<file path="src/spmc_defs.svh">
// constants for the serial port configuration block
// assumes a 50 MHz pclk and a 32-bit apb master
`ifndef SPMC_DEFS_SVH
`define SPMC_DEFS_SVH
`define SPMC_CLK_HZ       50000000
`define SPMC_SEC_MS       1000
// register offsets, port 2 adds SPMC_PORT_STRIDE
`define SPMC_OFS_CFG      3'h0
`define SPMC_OFS_ADDR     3'h1
`define SPMC_OFS_RATE     3'h2
`define SPMC_OFS_IDLE     3'h3
`define SPMC_OFS_DLINE    3'h4
`define SPMC_OFS_TXDATA   3'h5
`define SPMC_OFS_STATUS   3'h6
`define SPMC_PORT_STRIDE  32'h0000_0020
`define SPMC_OFS_INDEX    32'h0000_0040
// protocol codes
`define SPMC_PROTO_OFF    2'h0
`define SPMC_PROTO_VENDOR 2'h1
`define SPMC_PROTO_ASCII  2'h2
`define SPMC_PROTO_RTU    2'h3
// parity codes
`define SPMC_PAR_NONE     2'h0
`define SPMC_PAR_ODD      2'h1
`define SPMC_PAR_EVEN     2'h2
// line rates in units of 100 baud
`define SPMC_RATE_4K8     16'h0030
`define SPMC_RATE_9K6     16'h0060
`define SPMC_RATE_19K2    16'h00c0
`define SPMC_RATE_115K2   16'h0480
// slave address limits
`define SPMC_ADDR_MIN     16'h0001
`define SPMC_ADDR_MAX     16'h00f7
// reset values
`define SPMC_CFG_RST      16'h0083
`define SPMC_ADDR_RST     16'h0001
`define SPMC_IDLE_RST     16'h0000
`define SPMC_DLINE_RST    16'h1388
`define SPMC_INDEX_RST    1'h0
// holding register map
`define SPMC_HR_PRI_INDEX 16'habdf
`define SPMC_HR_SEC_INDEX 16'habde
`define SPMC_HR_FMT_BASE  16'hb3b0
`define SPMC_HR_VAL_BASE  16'habe0
`endif

</file>
<file path="src/spmc_pkg.sv">
// types for the serial port configuration block
// assumes spmc_defs.svh supplies the numbers
package spmc_pkg;
  // per-port configuration word
  typedef struct packed {
    logic [2:0] rsv_hi;
    logic       modem;
    logic [1:0] rsv_lo;
    logic [1:0] stop;
    logic [3:0] chlen;
    logic [1:0] parity;
    logic [1:0] proto;
  } spmc_cfg_s;
  // per-port status word
  typedef struct packed {
    logic resp_ok;
    logic hung;
    logic addr_ok;
    logic busy;
  } spmc_stat_s;
  typedef enum logic {SPMC_TX_IDLE, SPMC_TX_SHIFT} spmc_tx_e;
endpackage

</file>
<file path="src/spmc_serial_port_cfg.sv">
// two-port serial configuration, transmit framing and modem idle hang-up
// assumes an apb master on pclk; rx pins are asynchronous
//
// Contract
// - protocol 0 off, 1 vendor, 2 modbus ascii, 3 modbus rtu; preset 3.
// - modbus slave address must be 1 to 247 and unique on network.
// - slave address is ignored under the vendor protocol.
// - rates 4800, 9600, 19200, 115200; presets 115200 port 1, 19200 port 2.
// - any rate value accepted; only the four listed rates guaranteed.
// - parity 0 none, 1 odd, 2 even; preset none.
// - 5 to 8 data bits; rtu uses 8, ascii and vendor 7 or 8; the code takes 5 to 8 under every protocol.
// - one or two stop bits as configured; preset one.
// - modem setting 0 none, 1 answer only; preset 0.
// - idle line until timer expiry commands modem hang-up.
// - inactivity timeout applies only with answer-only modem.
// - modbus master drivers disregard inactivity timeout.
// - index placement 0: global primary and secondary index registers.
// - index placement 1: per-parameter format words paired with values.
// - index placement ignored unless protocol is modbus.
// - settings kept separately for rs-232 port 1 and rs-485 port 2; index placement is one bit shared by both ports.
// - response suppressed once request age exceeds deadline; preset 5000 ms.
//
// Added by the designer: the APB register port and the register addresses.
`include "spmc_defs.svh"

module spmc_serial_port_cfg
  import spmc_pkg::*;
#(
  parameter int unsigned SEC_CYCLES = `SPMC_CLK_HZ,
  parameter int unsigned MS_CYCLES  = `SPMC_CLK_HZ / `SPMC_SEC_MS
) (
  // clock and reset
  input  wire logic        pclk,
  input  wire logic        presetn,
  // apb slave
  input  wire logic        psel,
  input  wire logic        penable,
  input  wire logic        pwrite,
  input  wire logic [31:0] paddr,
  input  wire logic [31:0] pwdata,
  output logic      [31:0] prdata,
  output logic             pready,
  output logic             pslverr,
  // serial lines, index 0 is rs-232, index 1 is rs-485
  input  wire logic [1:0]  rx_i,
  output logic      [1:0]  tx_o,
  // modem and parameter access control
  output logic      [1:0]  hangup_o,
  output logic      [1:0]  port_en_o,
  output logic      [1:0]  index_from_format_o
);

  // ==========================================================
  // apb decode
  logic        acc;
  logic        wr;
  logic        hit_idx;
  logic [1:0]  hit_port;
  logic [2:0]  sel_reg;
  logic        index_sel_q;
  logic [31:0] port_rd [2];

  assign acc      = psel && penable;
  assign wr       = acc && pwrite && !pslverr;
  assign sel_reg  = paddr[4:2];
  assign hit_idx  = paddr == `SPMC_OFS_INDEX;
  assign pready   = 1'b1;
  always_comb begin
    hit_port = 2'h0;
    if (paddr[31:6] == 26'h0 && paddr[1:0] == 2'h0 &&
        sel_reg <= `SPMC_OFS_STATUS) begin
      hit_port[paddr[5]] = 1'b1;
    end
  end
  assign pslverr = acc && !hit_idx && hit_port == 2'h0;

  always_comb begin
    prdata = 32'h0;
    if (hit_idx) begin
      prdata = {31'h0, index_sel_q};
    end else if (hit_port[0]) begin
      prdata = port_rd[0];
    end else if (hit_port[1]) begin
      prdata = port_rd[1];
    end
  end

  always_ff @(posedge pclk or negedge presetn) begin
    if (!presetn) begin
      index_sel_q <= `SPMC_INDEX_RST;
    end else if (wr && hit_idx) begin
      index_sel_q <= pwdata[0];
    end
  end

  // ==========================================================
  // second and millisecond ticks
  logic [31:0] sec_cnt_q;
  logic [31:0] ms_cnt_q;
  logic        sec_tick;
  logic        ms_tick;

  assign sec_tick = sec_cnt_q == SEC_CYCLES - 1;
  assign ms_tick  = ms_cnt_q == MS_CYCLES - 1;
  always_ff @(posedge pclk or negedge presetn) begin
    if (!presetn) begin
      sec_cnt_q <= 32'h0;
    end else begin
      sec_cnt_q <= sec_tick ? 32'h0 : sec_cnt_q + 32'h1;
    end
  end
  always_ff @(posedge pclk or negedge presetn) begin
    if (!presetn) begin
      ms_cnt_q <= 32'h0;
    end else begin
      ms_cnt_q <= ms_tick ? 32'h0 : ms_cnt_q + 32'h1;
    end
  end

  // ==========================================================
  // character frame, bit 0 goes out first
  function automatic logic [11:0] frame_f(logic [7:0] d, logic [3:0] n,
                                          logic [1:0] par);
    logic [11:0] f;
    logic [7:0]  dm;
    f  = 12'hfff;
    dm = d & 8'((9'h1 << n) - 9'h1);
    f[0] = 1'b0;
    for (int i = 0; i < 8; i++) begin
      if (4'(i) < n) f[i+1] = dm[i];
    end
    if (par == `SPMC_PAR_ODD) f[n+1] = ~^dm;
    if (par == `SPMC_PAR_EVEN) f[n+1] = ^dm;
    return f;
  endfunction

  // ==========================================================
  // per-port logic
  for (genvar p = 0; p < 2; p++) begin : g_port
    spmc_cfg_s   cfg_q;
    spmc_stat_s  stat;
    spmc_tx_e    tx_state_q;
    logic [15:0] addr_q, rate_q, idle_q, dline_q;
    logic [15:0] idle_cnt_q, dl_cnt_q;
    logic [13:0] div, baud_cnt_q;
    logic [11:0] shift_q;
    logic [3:0]  bits_q, n_eff, n_bits;
    logic        rx_s1_q, rx_s2_q, rx_s3_q, rx_fall;
    logic        modbus, tx_start, wr_tx, armed_q, hung_q, resp_ok_q;
    logic        hang;

    assign modbus = cfg_q.proto == `SPMC_PROTO_ASCII ||
                    cfg_q.proto == `SPMC_PROTO_RTU;
    assign port_en_o[p] = cfg_q.proto != `SPMC_PROTO_OFF;
    assign index_from_format_o[p] = modbus && index_sel_q;

    // register file
    always_ff @(posedge pclk or negedge presetn) begin
      if (!presetn) begin
        cfg_q   <= `SPMC_CFG_RST;
        addr_q  <= `SPMC_ADDR_RST;
        rate_q  <= p == 0 ? `SPMC_RATE_115K2 : `SPMC_RATE_19K2;
        idle_q  <= `SPMC_IDLE_RST;
        dline_q <= `SPMC_DLINE_RST;
      end else if (wr && hit_port[p]) begin
        unique case (sel_reg)
          `SPMC_OFS_CFG:   cfg_q   <= pwdata[15:0];
          `SPMC_OFS_ADDR:  addr_q  <= pwdata[15:0];
          `SPMC_OFS_RATE:  rate_q  <= pwdata[15:0];
          `SPMC_OFS_IDLE:  idle_q  <= pwdata[15:0];
          `SPMC_OFS_DLINE: dline_q <= pwdata[15:0];
          default: ;
        endcase
      end
    end

    // address check, vendor protocol ignores the address
    assign stat.addr_ok = cfg_q.proto == `SPMC_PROTO_VENDOR ||
      (modbus && addr_q >= `SPMC_ADDR_MIN &&
       addr_q <= `SPMC_ADDR_MAX);
    assign stat.busy    = tx_state_q == SPMC_TX_SHIFT;
    assign stat.hung    = hung_q;
    assign stat.resp_ok = resp_ok_q;

    always_comb begin
      port_rd[p] = 32'h0;
      unique case (sel_reg)
        `SPMC_OFS_CFG:    port_rd[p] = {16'h0, cfg_q};
        `SPMC_OFS_ADDR:   port_rd[p] = {16'h0, addr_q};
        `SPMC_OFS_RATE:   port_rd[p] = {16'h0, rate_q};
        `SPMC_OFS_IDLE:   port_rd[p] = {16'h0, idle_q};
        `SPMC_OFS_DLINE:  port_rd[p] = {16'h0, dline_q};
        `SPMC_OFS_STATUS: port_rd[p] = {28'h0, stat};
        default: ;
      endcase
    end

    // unlisted rates fall back to 19200
    always_comb begin
      unique case (rate_q)
        `SPMC_RATE_4K8:   div = 14'(`SPMC_CLK_HZ / 4800);
        `SPMC_RATE_9K6:   div = 14'(`SPMC_CLK_HZ / 9600);
        `SPMC_RATE_115K2: div = 14'(`SPMC_CLK_HZ / 115200);
        default:          div = 14'(`SPMC_CLK_HZ / 19200);
      endcase
    end

    // rx synchroniser and falling-edge detect (any high-to-low rx transition)
    always_ff @(posedge pclk or negedge presetn) begin
      if (!presetn) begin
        rx_s1_q <= 1'b1;
        rx_s2_q <= 1'b1;
        rx_s3_q <= 1'b1;
      end else begin
        rx_s1_q <= rx_i[p];
        rx_s2_q <= rx_s1_q;
        rx_s3_q <= rx_s2_q;
      end
    end
    assign rx_fall = rx_s3_q && !rx_s2_q;

    // response deadline from last incoming falling edge on rx
    always_ff @(posedge pclk or negedge presetn) begin
      if (!presetn) begin
        dl_cnt_q  <= 16'h0;
        resp_ok_q <= 1'b0;
      end else if (rx_fall) begin
        dl_cnt_q  <= 16'h0;
        resp_ok_q <= 1'b1;
      end else if (ms_tick && resp_ok_q) begin
        dl_cnt_q  <= dl_cnt_q + 16'h1;
        if (dl_cnt_q >= dline_q) resp_ok_q <= 1'b0;
      end
    end

    // transmitter
    assign wr_tx    = wr && hit_port[p] && sel_reg == `SPMC_OFS_TXDATA;
    assign tx_start = wr_tx && tx_state_q == SPMC_TX_IDLE &&
                      port_en_o[p] && resp_ok_q;
    assign n_eff = cfg_q.chlen < 4'h5 ? 4'h5 :
                   cfg_q.chlen > 4'h8 ? 4'h8 : cfg_q.chlen;
    assign n_bits = 4'h1 + n_eff + 4'(cfg_q.parity != `SPMC_PAR_NONE) +
                    (cfg_q.stop == 2'h2 ? 4'h2 : 4'h1);

    always_ff @(posedge pclk or negedge presetn) begin
      if (!presetn) begin
        tx_state_q <= SPMC_TX_IDLE;
        shift_q    <= 12'hfff;
        bits_q     <= 4'h0;
        baud_cnt_q <= 14'h0;
      end else begin
        unique case (tx_state_q)
          SPMC_TX_IDLE: if (tx_start) begin
            shift_q    <= frame_f(pwdata[7:0], n_eff, cfg_q.parity);
            bits_q     <= n_bits;
            baud_cnt_q <= 14'h0;
            tx_state_q <= SPMC_TX_SHIFT;
          end
          SPMC_TX_SHIFT: if (baud_cnt_q == div - 14'h1) begin
            baud_cnt_q <= 14'h0;
            shift_q    <= {1'b1, shift_q[11:1]};
            bits_q     <= bits_q - 4'h1;
            if (bits_q == 4'h1) tx_state_q <= SPMC_TX_IDLE;
          end else begin
            baud_cnt_q <= baud_cnt_q + 14'h1;
          end
        endcase
      end
    end
    assign tx_o[p] = tx_state_q == SPMC_TX_IDLE || shift_q[0];

    // modem inactivity hang-up, only for an answer-only modem
    assign hang = armed_q && cfg_q.modem && idle_q != 16'h0 && !rx_fall &&
                  !tx_start && sec_tick &&
                  idle_cnt_q + 16'h1 >= idle_q;
    always_ff @(posedge pclk or negedge presetn) begin
      if (!presetn) begin
        idle_cnt_q <= 16'h0;
        armed_q    <= 1'b1;
        hung_q     <= 1'b0;
      end else if (rx_fall || tx_start) begin
        idle_cnt_q <= 16'h0;
        armed_q    <= 1'b1;
        hung_q     <= 1'b0;
      end else if (!cfg_q.modem || idle_q == 16'h0) begin
        idle_cnt_q <= 16'h0;
      end else if (hang) begin
        armed_q    <= 1'b0;
        hung_q     <= 1'b1;
      end else if (sec_tick && armed_q) begin
        idle_cnt_q <= idle_cnt_q + 16'h1;
      end
    end
    assign hangup_o[p] = hang;

    // ========================================================
    // checks
    AST_OFF_QUIET: assert property (@(posedge pclk)
      disable iff (!presetn) cfg_q.proto == `SPMC_PROTO_OFF &&
      tx_state_q == SPMC_TX_IDLE |=> tx_state_q == SPMC_TX_IDLE)
      else $error("disabled port started a character");
    AST_ZERO_ADDR: assert property (@(posedge pclk)
      disable iff (!presetn) modbus && addr_q == 16'h0 |-> !stat.addr_ok)
      else $error("broadcast address accepted");
    AST_VENDOR_ADDR: assert property (@(posedge pclk)
      disable iff (!presetn)
      cfg_q.proto == `SPMC_PROTO_VENDOR |-> stat.addr_ok)
      else $error("vendor protocol checked the address");
    AST_START_BIT: assert property (@(posedge pclk)
      disable iff (!presetn) tx_start |=> !tx_o[p] [*2])
      else $error("start bit missing");
    AST_STOP_HIGH: assert property (@(posedge pclk)
      disable iff (!presetn) tx_state_q == SPMC_TX_SHIFT &&
      bits_q == 4'h1 |-> tx_o[p])
      else $error("stop bit low");
    AST_BAUD_DIV: assert property (@(posedge pclk)
      disable iff (!presetn) tx_state_q == SPMC_TX_SHIFT |-> baud_cnt_q < div)
      else $error("bit period overrun");
    AST_HANG_MODEM: assert property (@(posedge pclk)
      disable iff (!presetn)
      hangup_o[p] |-> cfg_q.modem && idle_q != 16'h0 ##1 !hangup_o[p])
      else $error("hang-up without answer-only modem");
    AST_LATE_RESP: assert property (@(posedge pclk)
      disable iff (!presetn) wr_tx && !resp_ok_q &&
      tx_state_q == SPMC_TX_IDLE |=> tx_state_q == SPMC_TX_IDLE && tx_o[p])
      else $error("late response transmitted");
    AST_INDEX_MB: assert property (@(posedge pclk)
      disable iff (!presetn) !modbus |-> !index_from_format_o[p])
      else $error("index placement used without modbus");
  end

endmodule

</file>
<file path="config.mk">
export PLATFORM = sky130hd
export DESIGN_NAME = spmc_serial_port_cfg
export DESIGN_NICKNAME = d
export VERILOG_FILES = /design/src/spmc_pkg.sv /design/src/spmc_serial_port_cfg.sv
export VERILOG_INCLUDE_DIRS = /design/src
export SDC_FILE = /design/constraint.sdc
export NUM_CORES = 1
export LEC_CHECK = 0
export BUFFER_PORTS_ARGS = -buffer_cell sky130_fd_sc_hd__buf_4
export CAP_MARGIN = 25
export CORE_ASPECT_RATIO = 0.75
export CORE_MARGIN = 4
export CORE_UTILIZATION = 57
export CTS_CLUSTER_DIAMETER = 60
export CTS_CLUSTER_SIZE = 14
export DETAILED_ROUTE_END_ITERATION = 16
export GPL_ROUTABILITY_DRIVEN = 0
export PLACE_DENSITY = 0.75
export SKIP_CTS_REPAIR_TIMING = 1
export SLEW_MARGIN = 5
export SYNTH_ARGS = -nofsm -noshare
export SYNTH_HDL_FRONTEND = slang
export SYNTH_SLANG_ARGS = --single-unit
</file>
<file path="constraint.sdc">
create_clock -name pclk -period 5.76 [get_ports pclk]
set_clock_uncertainty 0.05 [all_clocks]
set_input_delay 0.288 -clock pclk [delete_from_list [all_inputs] [get_ports pclk]]
set_output_delay 0.288 -clock pclk [all_outputs]
set_load 0.05 [all_outputs]
</file>
==> summary.md <==
| Metric | Value |
|---|---|
| Outcome | `finished clean` |
| Count leader, synth | `dfrtp_1` |
| Hold Vio Cnt, Final | `0` |
| M2 GR Usage | `41.5%` |
| Yosys top cell area share | `36.5%` |
| Leak | `10.6 nW` |
| Sequential share of the synthesized area | `43.2%` |
| Share of cells above drive strength 1 | `18.6%` |
| GRT overflow | `0` |
| Hold Crit Class | `input port to flip-flop` |
| Syn avg cell area | `10.1 sq um` |
| Final setup vio count | `0` |
| GR peak layer | `met2` |
| Tot Pwr | `4.80 mW` |
| H-tree Lvls | `1` |
| Ports | `113` |
| WL per Instance | `20.4 microns` |
| Die area | `40,400 sq um` |
| Via/cell ratio | `6.21` |
| Ant. Diodes | `0` |
| M1 GR Usage | `38.1%` |
| Vias | `16,500` |
| Initial DRC count | `1,803` |
| Initial antenna violation count | `1` |
| Max Clock Freq | `198 MHz` |
| CTS tree | `done` |
| Top cells by area in the synthesized netlist | `dfrtp_1 (36%), mux2_2 (8.1%), dfstp_2 (6.7%)` |
| Peak VDD IR | `0.215 mV` |
| WL final | `54,300 microns` |
| Post-synth ARST share | `100%` |
| DRT antenna net count | `0` |
| Max-slew violations | `0` |
| Synthesized netlist cell count | `2,098` |
| Max clock buf depth | `3` |
| Clock root buffer | `clkbuf_16` |
| Yosys cell types | `88` |
| TritonCTS Buffers | `30` |
| RSZ-0062 raised after global routing | `false` |
| Largest net degree at the start of global routing | `148` |
| FF/Latch Area | `9150 sq um` |
| Core area | `36,300 sq um` |
| Setup tns final | `0 ns` |
| Worst Path Max Fanout | `5` |
| Filler cell count | `2,935` |
| Vias in the first global route | `15,900` |
| # clock sinks | `363` |
| # nets final | `2,304` |
| Die width | `231 microns` |
| Hpwl dp | `38,400 microns` |
| Post-Syn Area | `21,200 sq um` |
| Area of the multi-input gates | `11,200 sq um` |
| Port bufs | `79` |
| Top post-synthesis cells by count | `dfrtp_1 (309), mux2_2 (152), nand2_1 (138)` |
| Drt first pass iters | `6` |
| Post-layout min period | `5.06 ns` |
| # rows | `60` |
| Synth-to-Final Area Change | `8.87%` |
| Max-cap viol count | `0` |
| Global-route wire length before repair | `86,300 microns` |
| CP startpoint kind | `flip-flop` |
| Die height | `175 microns` |
| Final Cycle Share | `87.9%` |
| Yosys reg bits | `363` |
| Synth warnings | `0` |
| Met3 GRT Util | `4.40%` |
| Req. time, crit path | `5.42 ns` |
| Final setup margin | `0.699 ns` |
| Main flop type after synthesis | `dfrtp_1` |
| Clk slew on worst S/H paths | `0.07 ns` |
| Critical path class | `flip-flop to output pin` |
| Crit end category | `output pin` |
| CP Launch Point | `g_port[1].idle_cnt_q[0]` |
| GRT Total Usage | `26.4%` |
| DRC errors left | `0` |
| Worst Max-Slew Pin Slew | `0.958 ns` |
| Post-layout util | `63.6%` |
| Relative slew slack | `36.1%` |
| Power per cell area | `208 nW/um^2` |
| Starting Density | `58.5%` |
| Worst-skew pair later-pin latency | `0.58 ns` |
| Place WS | `1.37 ns` |
| Post-synth EDFFs | `0` |
| Reg-to-Reg Start | `g_port[1].rate_q[13]` |
| WP data arrival | `4.72 ns` |
| Yosys top cell by area | `dfrtp_1` |
| Beginning of the worst hold path | `pwdata[15]` |
-- routing by layer --
metal / wire length [microns] / vias to the layer above
met3: 3880 / 126
met5: 0 / -
li1: - / 7602
met2: 24500 / 587
met1: 24200 / 8175
met4: 1800 / 0
-- state kept, by name, indices dropped and copies added (netlist names) --
name               cells
g_port.addr_q         32
g_port.cfg_q          32
g_port.dl_cnt_q       32
g_port.dline_q        32
g_port.idle_cnt_q     32
g_port.idle_q         32
g_port.rate_q         32
ms_cnt_q              32
sec_cnt_q             32
g_port.baud_cnt_q     28
g_port.shift_q        24
g_port.bits_q          8
g_port.armed_q         2
g_port.hung_q          2
g_port.resp_ok_q       2
g_port.rx_s1_q         2
g_port.rx_s2_q         2
g_port.rx_s3_q         2
g_port.tx_state_q      2
index_sel_q            1
-- power breakdown --
part / internal, mW / leakage, nW / switching [mW] / total, mW
clock network: 1.06 / 0.432 / 0.947 / 2.01
logic: 0.0616 / 5.39 / 0.173 / 0.234
registers: 2.55 / 4.77 / 0.000948 / 2.55
-- cells by family (layout without fill, tap and decap cells) --
logic type	Yosys count	after routing	synth area share (%)
compound gates	387	387	11.8
xor+xnor	132	132	5.52
fa+ha+maj	96	96	5.74
buf+inv	221	265	4.38
flops	363	363	43.2
mux	215	215	12.1
other cells	2	21	0.0354
simple gates	682	682	17.3
-- per-stage QoR --
step                      hold WS [ns]  cell area [sq um]  cells
final                           0.0170              23100   2657
after global routing           0.00845              23100   2657
after CTS                       -0.316              23000   2652
after detailed placement         0.297              22100   2596
after global placement           0.286              22100   2595
after floorplan                -0.0576              21300   2117
-- placed cells by master, fill, tap and decap left out, types with 36 or more instances in the layout --
master    Yosys  layout
ha_1         94      94
mux2i_1      45      45
dfstp_2      54      54
a21oi_1     110     110
nand4_1      39      39
inv_1       109     109
nor2_1      128     128
xnor2_1      65      65
buf_4        20      93
o21ai_0      86      86
xor2_1       66      66
mux2_2      152     152
dfrtp_1     309     309
nor4_1       37      37
nand3_1      73      73
nand2b_1     36      36
nand2_1     138     138
and3_1       57      57
-- path summary, 6_finish.rpt --
kind                            cells past startpoint                   end  slack [ns]
worst max-delay path                               14           hangup_o[1]        0.70
worst max register to register                     10   g_port[1].bits_q[0]        1.54
worst min-delay path                                2   g_port[0].cfg_q[15]        0.02
max in group asynchronous                           3  g_port[0].idle_q[12]        4.09
min in group asynchronous                           2          ms_cnt_q[27]        0.21
worst min register to register                      0     g_port[1].rx_s2_q        0.30
-- layout make-up --
class                      count  share of cell area, %
clock buffer                  53                   3.76
clock inverter                 3                  0.184
inverter                     110                   1.79
multi-input combinational   1533                   48.5
sequential                   363                   39.7
tap                          496                   2.69
timing repair buffer          99                   3.39
-- worst max-delay path, stage by stage, from the launching register on --
cell	delay (ns)
dfrtp_1	0.43
ha_1	0.26
and3_1	0.26
nand3_1	0.18
nor2_1	0.28
and3_1	0.28
and3_1	0.29
nand3_1	0.13
xnor2_1	0.15
ha_1	0.29
nand4_1	0.15
nor3_1	0.49
a21oi_1	0.13
nor3_1	0.52
buf_4	0.31
No activity file was read; power rests on OpenSTA's default activity.
